## src/common/vapc_defs.vh

```
/*
 * constants for the video/audio path configuration register:
 * offsets, field positions, reset values.
 * assumes inclusion by bare name from the design files.
 */
`ifndef VAPC_DEFS_VH
`define VAPC_DEFS_VH

`define VAPC_ADDR_W          8
`define VAPC_DATA_W          8
`define VAPC_OFF_CONFIG      8'h22
`define VAPC_OFF_STATUS      8'h23
`define VAPC_OFF_FWD_SHADOW  8'h24
`define VAPC_CONFIG_RESET    8'h00
`define VAPC_ZERO_BYTE       8'h00
`define VAPC_LOW7_MASK       8'h7f
`define VAPC_BIT_BLOCK       7
`define VAPC_BIT_UNGATED     6
`define VAPC_BIT_POLARITY    5
`define VAPC_BIT_AUD_SUPP    4
`define VAPC_BIT_QUAD_SRC    3
`define VAPC_BIT_DEPTH18     2
`define VAPC_BIT_CARRIAGE    1
`define VAPC_BIT_QUAD_EN     0
`define VAPC_STATE_W         2
`define VAPC_STATUS_USED     4

`endif

```

## src/verilog/vapc_fwd_capture.v

```verilog
/*
 * forward-channel capture: holds the last settings word sent by the
 * remote serializer and flags a pending load for one cycle.
 * assumes fwd_valid_i is a one-cycle pulse in the core clock domain.
 */
`timescale 1ns/100ps
`include "vapc_defs.vh"

module vapc_fwd_capture #(
  parameter DATA_W = `VAPC_DATA_W
) (
  input  wire              clk_i,       // core clock
  input  wire              rst_b_i,     // async reset, active low
  input  wire              fwd_valid_i, // forward word strobe
  input  wire [DATA_W-1:0] fwd_data_i,  // forward word
  output reg  [DATA_W-1:0] word_o,      // last received word
  output reg               load_o       // one-cycle load request
);

  // capture word and raise load at the same edge, one cycle after the strobe
  always @(posedge clk_i or negedge rst_b_i)
  begin
    if (!rst_b_i)
    begin
      word_o <= `VAPC_CONFIG_RESET;
      load_o <= 1'b0;
    end
    else
    begin
      load_o <= fwd_valid_i;
      if (fwd_valid_i)
      begin
        word_o <= fwd_data_i;
      end
    end
  end

endmodule

```

## src/verilog/vapc_strobe_gate.v

```verilog
/*
 * pixel-valid strobe stage: applies output polarity and gating mode.
 * assumes the incoming strobe is active high and in the core domain.
 */
`timescale 1ns/100ps

module vapc_strobe_gate (
  input  wire clk_i,       // core clock
  input  wire rst_b_i,     // async reset, active low
  input  wire strobe_i,    // raw strobe, active high
  input  wire polarity_i,  // 1 gives active low output
  input  wire ungated_i,   // pass data regardless of strobe
  output reg  strobe_o,    // strobe at chosen polarity
  output reg  data_gate_o  // 1 when pixel data is forwarded
);

  // registered strobe and data gate
  always @(posedge clk_i or negedge rst_b_i)
  begin
    if (!rst_b_i)
    begin
      strobe_o    <= 1'b0;
      data_gate_o <= 1'b0;
    end
    else
    begin
      strobe_o    <= strobe_i ^ polarity_i;
      data_gate_o <= ungated_i | strobe_i;
    end
  end

endmodule

```

## src/verilog/vapc_top.v

```verilog
/*
 * video/audio path configuration register with forward-channel loading
 * and the decoded datapath controls it steers.
 * holds: the config register, its forward load path with a per-bit
 * merge, a read-only status word and a shadow of the last forward word,
 * and registered decoded outputs for the pixel and audio datapath.
 * assumes single core clock, synchronous inputs, one-cycle strobes.
 * assumes the forward link delivers whole words as one-cycle pulses,
 * and that software never writes and reads in the same cycle.
 */
// Operation
// - block bit keeps local values, ignores forward
// - lower seven bits loaded from remote
// - ungated bit forwards data ignoring strobe
// - polarity bit: 1 active low strobe
// - suppress bit keeps audio off pixels
// - source-select gates quad enable else off
// - depth bit: 1 is 18-bit, 0 24-bit
// - carriage bit picks in-band or island
// - quad enable bit enables four channels
// - register at 0x22, resets to zero
`timescale 1ns/100ps
`include "vapc_defs.vh"

module vapc_top #(
  parameter ADDR_W = `VAPC_ADDR_W,
  parameter DATA_W = `VAPC_DATA_W
) (
  input  wire              clk_i,            // core clock 50 MHz
  input  wire              rst_b_i,          // async reset, active low
  input  wire [ADDR_W-1:0] addr_i,           // register address
  input  wire [DATA_W-1:0] wdata_i,          // write data
  input  wire              wr_i,             // write strobe
  input  wire              rd_i,             // read strobe
  output reg  [DATA_W-1:0] rdata_o,          // read data, cycle after rd_i
  input  wire              fwd_valid_i,      // forward settings strobe
  input  wire [DATA_W-1:0] fwd_data_i,       // forward settings word
  input  wire              repeater_mode_i,  // device strapped as repeater
  input  wire              strobe_i,         // raw pixel-valid strobe
  output wire              pixel_valid_strobe_o, // strobe at chosen polarity
  output wire              pixel_data_gate_o,    // pixel data forwarded
  output reg               cipher_enable_o,  // content protection allowed
  output reg               audio_on_pixels_o,// packetized audio on pixel bus
  output reg               quad_audio_o,     // four-channel audio active
  output reg               depth_18_o,       // 1: 18-bit, 0: 24-bit
  output reg               carriage_inband_o,// 1: in-band, 0: data island
  output reg               surround_ok_o,    // surround audio supported
  output reg               cfg_conflict_o    // repeater + 18-bit chosen
);

  // configuration register and helpers
  reg  [DATA_W-1:0]        cfg;
  wire [DATA_W-1:0]        next_cfg;
  reg  [DATA_W-1:0]        next_rdata;
  wire [DATA_W-1:0]        status_word;
  reg  [`VAPC_STATE_W-1:0] load_count;
  reg  [`VAPC_STATE_W-1:0] next_count;
  wire [DATA_W-1:0]        fwd_word;
  wire                     fwd_load;
  wire                     fwd_accept;
  wire                     count_full;
  wire                     sel_config;
  wire                     sel_status;
  wire                     sel_shadow;
  wire                     wr_config;
  genvar                   b;

  // named taps on the configuration fields
  wire                     load_block;
  wire                     ungated;
  wire                     aud_supp;
  wire                     quad_src;
  wire                     depth18;
  wire                     carriage;
  wire                     quad_en;

  // next values of the decoded controls
  reg                      next_cipher;
  reg                      next_audio;
  reg                      next_quad;
  reg                      next_depth;
  reg                      next_carriage;
  reg                      next_surround;
  reg                      next_conflict;

  // register decode, exact address match
  assign sel_config = (addr_i == `VAPC_OFF_CONFIG);
  assign sel_status = (addr_i == `VAPC_OFF_STATUS);
  assign sel_shadow = (addr_i == `VAPC_OFF_FWD_SHADOW);
  assign wr_config  = wr_i && sel_config;

  // field taps
  assign load_block = cfg[`VAPC_BIT_BLOCK];
  assign ungated    = cfg[`VAPC_BIT_UNGATED];
  assign aud_supp   = cfg[`VAPC_BIT_AUD_SUPP];
  assign quad_src   = cfg[`VAPC_BIT_QUAD_SRC];
  assign depth18    = cfg[`VAPC_BIT_DEPTH18];
  assign carriage   = cfg[`VAPC_BIT_CARRIAGE];
  assign quad_en    = cfg[`VAPC_BIT_QUAD_EN];

  assign fwd_accept = fwd_load && !load_block;

  // saturation point of the load counter
  assign count_full = &load_count;

  // forward channel word capture
  vapc_fwd_capture #(
    .DATA_W      (DATA_W)
  ) u_fwd (
    .clk_i       (clk_i),
    .rst_b_i     (rst_b_i),
    .fwd_valid_i (fwd_valid_i),
    .fwd_data_i  (fwd_data_i),
    .word_o      (fwd_word),
    .load_o      (fwd_load)
  );

  // next configuration value, one bit at a time; a local write wins
  // over a forward load, and the block bit never comes from afar
  generate
    for (b = 0; b < DATA_W; b = b + 1)
    begin : g_cfg_bit
      if (b == `VAPC_BIT_BLOCK)
      begin : g_local
        assign next_cfg[b] = wr_config ? wdata_i[b] : cfg[b];
      end
      else
      begin : g_shared
        assign next_cfg[b] = wr_config  ? wdata_i[b]  :
                             fwd_accept ? fwd_word[b] : cfg[b];
      end
    end
  endgenerate

  always @(posedge clk_i or negedge rst_b_i)
  begin
    if (!rst_b_i)
    begin
      cfg <= `VAPC_CONFIG_RESET;
    end
    else
    begin
      cfg <= next_cfg;
    end
  end

  // next load count, saturating so it never wraps to zero
  always @*
  begin
    next_count = load_count;
    if (fwd_accept && !count_full)
    begin
      next_count = load_count + 1'b1;
    end
  end

  // count of accepted forward loads, readable in the status word
  always @(posedge clk_i or negedge rst_b_i)
  begin
    if (!rst_b_i)
    begin
      load_count <= {`VAPC_STATE_W{1'b0}};
    end
    else
    begin
      load_count <= next_count;
    end
  end

  // status word: count of accepted loads, conflict flag, strap
  assign status_word = {{(DATA_W-`VAPC_STATUS_USED){1'b0}}, load_count, cfg_conflict_o,
                        repeater_mode_i};

  // read data mux: the addressed register while rd_i, else zero
  always @*
  begin
    next_rdata = `VAPC_ZERO_BYTE;
    if (rd_i && sel_config)
    begin
      next_rdata = cfg;
    end
    else if (rd_i && sel_status)
    begin
      next_rdata = status_word;
    end
    else if (rd_i && sel_shadow)
    begin
      next_rdata = fwd_word;
    end
  end

  // read port: data in the cycle after rd_i, then back to zero
  always @(posedge clk_i or negedge rst_b_i)
  begin
    if (!rst_b_i)
    begin
      rdata_o <= `VAPC_ZERO_BYTE;
    end
    else
    begin
      rdata_o <= next_rdata;
    end
  end

  vapc_strobe_gate u_strobe (
    .clk_i       (clk_i),
    .rst_b_i     (rst_b_i),
    .strobe_i    (strobe_i),
    .polarity_i  (cfg[`VAPC_BIT_POLARITY]),
    .ungated_i   (ungated),
    .strobe_o    (pixel_valid_strobe_o),
    .data_gate_o (pixel_data_gate_o)
  );

  // decoded datapath controls from the configuration fields
  always @*
  begin
    next_cipher   = !ungated;
    next_audio    = !aud_supp && !ungated;
    next_quad     = quad_src && quad_en;
    next_depth    = depth18;
    next_carriage = carriage;
    next_surround = !(repeater_mode_i && depth18);
    next_conflict = repeater_mode_i && depth18;
  end

  // cipher permission flop
  // low while pixels pass ungated
  always @(posedge clk_i or negedge rst_b_i)
  begin
    if (!rst_b_i)
    begin
      cipher_enable_o <= 1'b0;
    end
    else
    begin
      cipher_enable_o <= next_cipher;
    end
  end

  // audio-on-pixels flop
  // low when suppressed or ungated
  always @(posedge clk_i or negedge rst_b_i)
  begin
    if (!rst_b_i)
    begin
      audio_on_pixels_o <= 1'b0;
    end
    else
    begin
      audio_on_pixels_o <= next_audio;
    end
  end

  // four-channel audio flop
  // off unless source select is set
  always @(posedge clk_i or negedge rst_b_i)
  begin
    if (!rst_b_i)
    begin
      quad_audio_o <= 1'b0;
    end
    else
    begin
      quad_audio_o <= next_quad;
    end
  end

  // colour depth flop
  // high selects the narrow pixel format
  always @(posedge clk_i or negedge rst_b_i)
  begin
    if (!rst_b_i)
    begin
      depth_18_o <= 1'b0;
    end
    else
    begin
      depth_18_o <= next_depth;
    end
  end

  // audio carriage flop
  // high selects in-band transport
  always @(posedge clk_i or negedge rst_b_i)
  begin
    if (!rst_b_i)
    begin
      carriage_inband_o <= 1'b0;
    end
    else
    begin
      carriage_inband_o <= next_carriage;
    end
  end

  // surround support flop
  // low for repeater with narrow pixels
  always @(posedge clk_i or negedge rst_b_i)
  begin
    if (!rst_b_i)
    begin
      surround_ok_o <= 1'b0;
    end
    else
    begin
      surround_ok_o <= next_surround;
    end
  end

  // conflict flag flop
  // software reads it in the status word
  always @(posedge clk_i or negedge rst_b_i)
  begin
    if (!rst_b_i)
    begin
      cfg_conflict_o <= 1'b0;
    end
    else
    begin
      cfg_conflict_o <= next_conflict;
    end
  end

endmodule

```

## config.mk

```make
export PLATFORM = sky130hd
export DESIGN_NAME = vapc_top
export DESIGN_NICKNAME = d
export VERILOG_FILES = /design/src/verilog/vapc_fwd_capture.v /design/src/verilog/vapc_strobe_gate.v /design/src/verilog/vapc_top.v
export VERILOG_INCLUDE_DIRS = /design/src /design/src/common
export SDC_FILE = /design/constraint.sdc
export NUM_CORES = 1
export LEC_CHECK = 0
export ABC_AREA = 1
export BUFFER_PORTS_ARGS = -buffer_cell sky130_fd_sc_hd__buf_4
export CAP_MARGIN = 20
export CORE_MARGIN = 5
export CORE_UTILIZATION = 45
export CTS_CLUSTER_DIAMETER = 50
export CTS_CLUSTER_SIZE = 20
export DETAILED_ROUTE_END_ITERATION = 8
export PLACE_DENSITY = 0.7
export SYNTH_ARGS = -nofsm -noshare
export SYNTH_HDL_FRONTEND = slang
export SYNTH_SLANG_ARGS = --single-unit
```

## constraint.sdc

```tcl
create_clock -name clk_i -period 1.74 [get_ports clk_i]
set_input_delay 0.087 -clock clk_i [delete_from_list [all_inputs] [get_ports clk_i]]
set_output_delay 0.087 -clock clk_i [all_outputs]
set_load 0.02 [all_outputs]
```

-- Word level (Yosys, flattened, before mapping)
Cells that the tools add are included.
W data, S select, Z words.
- bits in latches: 0
- bits in writable memories: 0
- output and inout port bits: 17
- flip-flop bits (word level): 36
- memories kept: 0
- ROM bits: 0
- multipliers: 0
- mux-type cells: 17
- shift operators: 0
- bitwise logic cells: 2
- add/sub/neg operators: 1
- $lt $le $gt $ge: 0
- reduce and logical (&&, ||, !) cells: 16
- divide/modulo/power cells: 0
- equality and inequality tests: 3
- operators by type and width (operator ; number):
    $eq A8 B6 Y1 const B ; 3
    $mux W8 ; 3
    $mux W1 ; 14
    $logic_and A1 B1 Y1 ; 9
    $logic_not A1 Y1 ; 5
    $add A2 B1 Y2 const B ; 1
    $reduce_and A2 Y1 ; 1
    $reduce_bool A2 Y1 ; 1
    $or A1 B1 Y1 ; 1
    $xor A1 B1 Y1 ; 1

-- Depth between registers and ports, before layout
Gate-level depths: netlist of the first run.
- word-level depth: 5
- depth in mapped cells: 8
- gate-level depth less buffers: 7

-- Hierarchy
Synthesis of the first run repeated with hierarchy kept, for this count alone.
- cell total of the unflattened synthesis: 188
- area, all modules: 1625.3 µm²
- modules (own cells, without submodules) (module ; times used ; cells an instance ; area an instance (µm²)):
    vapc_top ; 1 ; 145 ; 1219.9
    vapc_fwd_capture ; 1 ; 35 ; 330.3
    vapc_strobe_gate ; 1 ; 8 ; 75.1

-- Worst setup path before layout of the first run
Ideal clock, no wire load.
- path type: register to register
- start: reg load_count[0]
- end: reg load_count[0]
- required time: 1.617 ns
- stages on the path, launching flop included: 4
- slack: 0.621 ns
- path buffers: 0
- library setup time: 0.123 ns
- arrival: 0.996 ns
- path through: dfrtp_1 ha_1 or2_2 xnor2_1
- cells in the longest elaborated chain, start to end: 3
- elaborated cells on any way between the ends: 4
- ends and longest elaborated chain (element ; RTL line ; source):
    from (decl) ; vapc_top.v:56 ; reg [`VAPC_STATE_W-1:0] load_count;
    from (signal assigned) ; vapc_top.v:162 ; load_count <= {`VAPC_STATE_W{1'b0}};
    from (signal assigned) ; vapc_top.v:166 ; load_count <= next_count;
    branches (longest 3 deep; another with $add A2 B1 Y2) ; n/a ;
Several ways; the timed one is not identified.
A chain may end at the register's enable or synchronous reset.

-- Worst setup path after layout of the first run
Ends and elaborated chain as after synthesis.

==> flow_summary_export.csv, run 1 <==
group,metric,value,unit
yosys,syn_area,1620,um^2
grt,grt_pass1_wl,6.29,mm
pwr,p_leak,1.12,nW
drt,vias,1404,
critical_path,start_kind,"flop",
grt,grt_pass1_vias,1425,
timing,setup_viol,0,
floorplanning,top_level_ports,48,
timing,fin_tns_setup,0,ps
cells_and_area,regArea,901,um^2
critical_path,cp-endpoint,"load_count[0]",
clock_network,clock_latency,340,ps
yosys,async_flop_share,1.00,
yosys,ys_warn_count,0,
critical_path,endpoint_kind,"flop",
pwr,irDropWorstVdd,0.388,mV
drt,drt-initial-drc-count,81,
yosys,synth_commonest_cells,"nand2_1 (37), dfrtp_1 (36), nand3_1 (25), inv_1 (20), nor2_1 (13)",
critical_path,rr_worst_depth,3,
yosys,synth-main-ff-cell,"dfrtp_1",
pwr,power_density,865,nW/um^2
yosys,yosysTopAreaCell,"dfrtp_1",
floorplanning,die_w,70.1,um
yosys,synth_most_common_cell,"nand2_1",
clock_network,cts_max_level,2,
critical_path,crit_type,"reg -> reg",
pwr,power.total,0.00188,W
floorplanning,num_rows,21,
timing,slew_violations,0,
placement,dp_hpwl,2.66,mm
floorplanning,die_h,70.1,um
timing,period_needed,1190,ps
yosys,syn-num-nets,210,
clock_network,clkTransAtPathRegs,110,ps
timing,worstMarginPinSlew,438,ps
job,maxCapViolations,0,
critical_path,worstSetupStartpoint,"load_count[0]",
critical_path,r2r-end,"load_count[0]",
yosys,synth_top_cell_area_share,0.555,
critical_path,ff2ff_setup_slack,550,ps
grt,grt.total_usage,0.159,
critical_path,crit_fanout,3,
cells_and_area,fin_nets,271,
grt,grt_remaining_overflow,0,
clock_network,cts_buffer_depth,2,
yosys,synth_edf_count,0,
yosys,ys_ff_latch,36,
timing,slew_headroom,0.708,
cells_and_area,area_delta_synth_final,34.0,%
status,status,"complete, no violations",
clock_network,cts_resized,0,
critical_path,path_cells,"ha_1 -> or2_2 -> xnor2_1",
critical_path,cp.arrival,1410,ps
drt,wl,3.52,mm
floorplanning,core_area,3420,um^2
critical_path,critPathMaxStageDelay,420,ps
clock_network,cts_buffers,5,
critical_path,required,1970,ps
timing,skew,4.48,ps
drt,routedWlPerCell,12.3,um
yosys,synth_cells,178,
grt,grt_max_degree,37,
hold_path,hp-class,"in -> reg",
grt,antenna_found_initial,0,
drt,drc_errors,0,
clock_network,cts_tree,"yes",
cells_and_area,multi_input_comb_area,583,um^2
clock_network,root_buffer,"clkbuf_4",
placement,port_buffers,47,
critical_path,cp_slowest_cell,"dfrtp_1",
drt,viasPerCell,4.91,
cells_and_area,fill_cells,285,
timing,timing.fmax,0.842,GHz
yosys,yosysUniqueCellTypes,24,
yosys,ys_seq_area_frac,0.555,
floorplanning,die-area,4910,um^2
placement,place.gp.congestion,0.805,
hold_path,worstHoldStart,"wdata_i[4]",
floorplanning,start_util,0.475,
critical_path,reg2reg_from,"load_count[0]",
drt,drtPass1Iterations,4,
clock_network,numClockSinks,36,
timing,rsz0062_at_grt,"no",
yosys,postSynthAreaPerCell,9.12,um^2
yosys,yosys-top-cells-area,"dfrtp_1 (55%), nand2_1 (8.6%), nand3_1 (7.7%), inv_1 (4.6%), nand4_1 (4.2%)",
timing,final.period_utilization,0.682,
cells_and_area,drive_gt1_frac,0.279,
cells_and_area,insertedDiodeCount,0,
drt,ant_nets,0,
timing,final_hold_viol_count,0,
## where the power goes
group / switching, W / internal (W)
combinational: 0.000216 / 0.000192
sequential: 0.0000839 / 0.000965
clock: 0.000270 / 0.000155
## metal layers
layer / wire length (um) / share of wire / GRT usage / vias up
li1: - / - / - / 695
met1: 1390 / 0.40 / 0.185 / 646
met2: 1800 / 0.51 / 0.277 / 56
met3: 260 / 0.074 / 0.0387 / 7
met4: 70 / 0.020 / 0.0681 / 0
met5: 0 / 0 / 0 / -
## metrics by stage
stage,setup WS [ps],area [um^2],hold WS (ps),cells,util
after floorplan,621,1620,-209,178,-
after global placement,601,1990,55.4,265,0.582
after detailed placement,518,1990,60.3,265,0.582
after CTS,546,2180,21.8,286,0.637
after global routing,481,2180,33.2,286,0.637
final,553,2180,32.2,286,0.637
## cell usage in the layout, fill, tap and decap left out, types with 2 or more instances in the layout
cell type	count
buf_4	48
clkbuf_4	5
clkinv_2	3
dfrtp_1	36
dlygate4sd3_1	13
inv_1	20
inv_2	2
nand2_1	37
nand2_2	2
nand3_1	25
nand3_4	2
nand4_1	11
nor2_1	13
o21ai_0	9
o21ai_1	4
or2_2	2
## layout make-up
class,count,share of cell area
sequential,36,0.414
multi-input combinational,112,0.268
timing repair buffer,61,0.225
inverter,23,0.0403
tap,46,0.0265
clock buffer,5,0.0173
clock inverter,3,0.00863
## kinds of logic (layout without fill, tap and decap cells)
| logic type | after synthesis | count (layout) | share of synthesized area |
|---|---|---|---|
| AOI/OAI and AO/OA | 14 | 14 | 0.0447 |
| buffers and inverters | 30 | 92 | 0.0863 |
| and+or+nand+nor | 95 | 95 | 0.296 |
| adders and majority gates | 1 | 1 | 0.00770 |
| xor gates and xnor gates | 2 | 2 | 0.0108 |
| DFF | 36 | 36 | 0.555 |
## worst min-delay path by stage
| stage | endpoint | cells past startpoint | slack (ps) |
|---|---|---|---|
| after global placement | rdata_o[2] | 1 | 60 |
| after floorplan | audio_on_pixels_o | 0 | -210 |
| after CTS | cfg[4] | 3 | 20 |
| after detailed placement | u_fwd.word_o[1] | 1 | 60 |
| after global routing | cfg[4] | 3 | 30 |
| final | cfg[4] | 3 | 30 |
## worst max-delay path, delay by kind of cell, from the launching register on
| family | cells | cell delay [ps] |
|---|---|---|
| adder cells (fa/ha/maj) | 1 | 200 |
| flip-flops | 1 | 420 |
| XOR/XNOR | 1 | 140 |
| AND/OR/NAND/NOR | 1 | 320 |
## state kept, by name (all words and copies together) (netlist names)
signal                flops
audio_on_pixels_o         1
carriage_inband_o         1
cfg                       8
cfg_conflict_o            1
cipher_enable_o           1
depth_18_o                1
load_count                2
quad_audio_o              1
rdata_o                   8
surround_ok_o             1
u_fwd.load_o              1
u_fwd.word_o              8
u_strobe.data_gate_o      1
u_strobe.strobe_o         1
## repair_timing
item,in CTS,in global routing
hold buffers,13,0
hold endpoints to repair,50,0
buffers inserted,0,0
Note: power is estimated with default switching activity, not from simulation.
==> inputs of run 2 (changes only) <==
Clock period 1.74 ns to 1.1 ns, I/O delays scaled along.
==> flow_summary_export.csv, run 2 (synthesis results as in run 1) <==
group,metric,value,unit
status,status,"complete, no violations",
timing,final.period_utilization,0.981,
floorplanning,start_util,0.475,
grt,grt_pass1_wl,6.44,mm
grt,grt_max_degree,37,
critical_path,reg2reg_from,"load_count[1]",
critical_path,required,1330,ps
cells_and_area,insertedDiodeCount,0,
clock_network,clock_latency,330,ps
floorplanning,die-area,4910,um^2
pwr,p_leak,1.17,nW
critical_path,cp_top_family,"flip-flops",
grt,antenna_found_initial,0,
drt,drtPass1Iterations,4,
placement,place.gp.congestion,0.836,
timing,period_needed,1080,ps
clock_network,cts_buffers,5,
grt,grt_remaining_overflow,0,
hold_path,worstHoldStart,"wdata_i[2]",
critical_path,cp.arrival,1310,ps
critical_path,crit_type,"reg -> reg",
hold_path,hp-class,"in -> reg",
clock_network,cts_buffer_depth,2,
drt,vias,1413,
pwr,irDropWorstVdd,0.630,mV
cells_and_area,fill_cells,286,
cells_and_area,final_common_cell,"buf_4",
grt,grt.total_usage,0.165,
timing,timing.fmax,0.926,GHz
placement,dpl_worst_slack,-3.81,ps
timing,rsz0062_at_grt,"no",
timing,skew,2.75,ps
drt,routedWlPerCell,13.3,um
timing,setup_viol,0,
drt,drt-initial-drc-count,65,
pwr,power.total,0.00302,W
clock_network,cts_max_level,2,
timing,fin_tns_setup,0,ps
job,maxCapViolations,0,
placement,placedCellCount,271,
critical_path,r2r-end,"load_count[0]",
critical_path,endpoint_kind,"flop",
timing,slew_violations,0,
cells_and_area,layout_common_cells,"buf_4 (55), nand2_1 (36), dfrtp_1 (36), nand3_1 (25), inv_1 (19)",
drt,viasPerCell,4.79,
cells_and_area,reg.largest.list,"cfg: 8 flops, rdata_o: 8 flops, u_fwd.word_o: 8 flops",
hold_path,min_path_cells,3,
pwr,power_density,1340,nW/um^2
critical_path,worst-path-buf-inv,0,
floorplanning,num_rows,21,
cells_and_area,utilization,0.661,
cells_and_area,fin_nets,281,
clock_network,numClockSinks,36,
critical_path,ff2ff_setup_slack,20,ps
floorplanning,top_level_ports,48,
cells_and_area,area_delta_synth_final,39.0,%
critical_path,critPathMaxStageDelay,420,ps
floorplanning,die_h,70.1,um
critical_path,start_kind,"flop",
timing,final_hold_viol_count,0,
hold_path,holdPathEnd,"cfg[2]",
cells_and_area,drive_gt1_frac,0.305,
placement,dp_hpwl,2.83,mm
critical_path,rr_worst_depth,3,
clock_network,cts_tree,"yes",
placement,port_buffers,47,
timing,slew_headroom,0.695,
critical_path,crit_fanout,3,
floorplanning,core_area,3420,um^2
timing,fin_ws,20.4,ps
clock_network,clkTransAtPathRegs,100,ps
timing,worstMarginPinSlew,458,ps
drt,drc_errors,0,
clock_network,root_buffer,"clkbuf_4",
critical_path,path_cells,"ha_2 -> or2_4 -> xnor2_1",
drt,ant_nets,0,
cells_and_area,layout.cells.non_filler,295,
grt,grt_pass1_vias,1420,
critical_path,cp_slowest_cell,"dfrtp_1",
floorplanning,die_w,70.1,um
drt,wl,3.92,mm
run 2: cell count changes in the layout (fill, tap and decap cells not counted), sizes merged:
cell,before,now
clkbuf,5,6
buf,48,56
clkinv,4,2
dlygate4sd3,13,15
run 2: stage by stage:
step	hold slack (ps)	area (um^2)
floorplan	-241	1630
global placement	26.9	2040
detailed placement	35.8	2040
CTS	3.86	2240
global route	6.37	2260
finish	3.67	2260
run 2: area by class of cell:
class	instances	area (um^2)	share of cell area
Multi-Input combinational cell	112	591	0.262
Timing Repair Buffer	71	574	0.254
Inverter	23	87.6	0.0388
Clock inverter	1	5.00	0.00222
Tap cell	46	57.6	0.0255
Sequential cell	36	901	0.399
Clock buffer	6	41.3	0.0183
run 2: worst min-delay path, cell delays in order:
cell and delay (ps):
buf_4 80, nand4_1 90, nand3_1 80
run 2: timing repair:
item	4_1_cts	5_1_grt
setup buffers	0	2
endpoints found under the setup margin	2	9
hold endpoints to repair	52	0
gates resized for setup	2	3
hold buffers	15	0
run 2: worst max path at each step:
stage,start,endpoint,cells past startpoint
2_1_floorplan,cfg[7],cfg[3],6
3_3_place_gp,load_count[1],load_count[1],4
3_5_place_dp,addr_i[3],cfg[5],7
4_1_cts,load_count[1],load_count[0],3
5_1_grt,load_count[1],load_count[0],3
6_report,load_count[1],load_count[0],3
run 2: routing by layer:
layer | share of wire | track usage | vias to the layer above | wire, um
met2 | 0.51 | 0.282 | 47 | 2010
met1 | 0.41 | 0.195 | 644 | 1610
met5 | 0 | 0 | - | 0
met4 | 0.021 | 0.0532 | 0 | 83
met3 | 0.057 | 0.0560 | 9 | 224
li1 | - | - | 713 | -
run 2: where the power goes:
part / total [W] / switching [W] / internal [W] / leakage (nW)
Clock: 0.000642 / 0.000407 / 0.000235 / 0.0281
Combinational: 0.000728 / 0.000363 / 0.000365 / 0.684
Sequential: 0.00165 / 0.000128 / 0.00153 / 0.455
Total: 0.00302 / 0.000898 / 0.00213 / 1.17
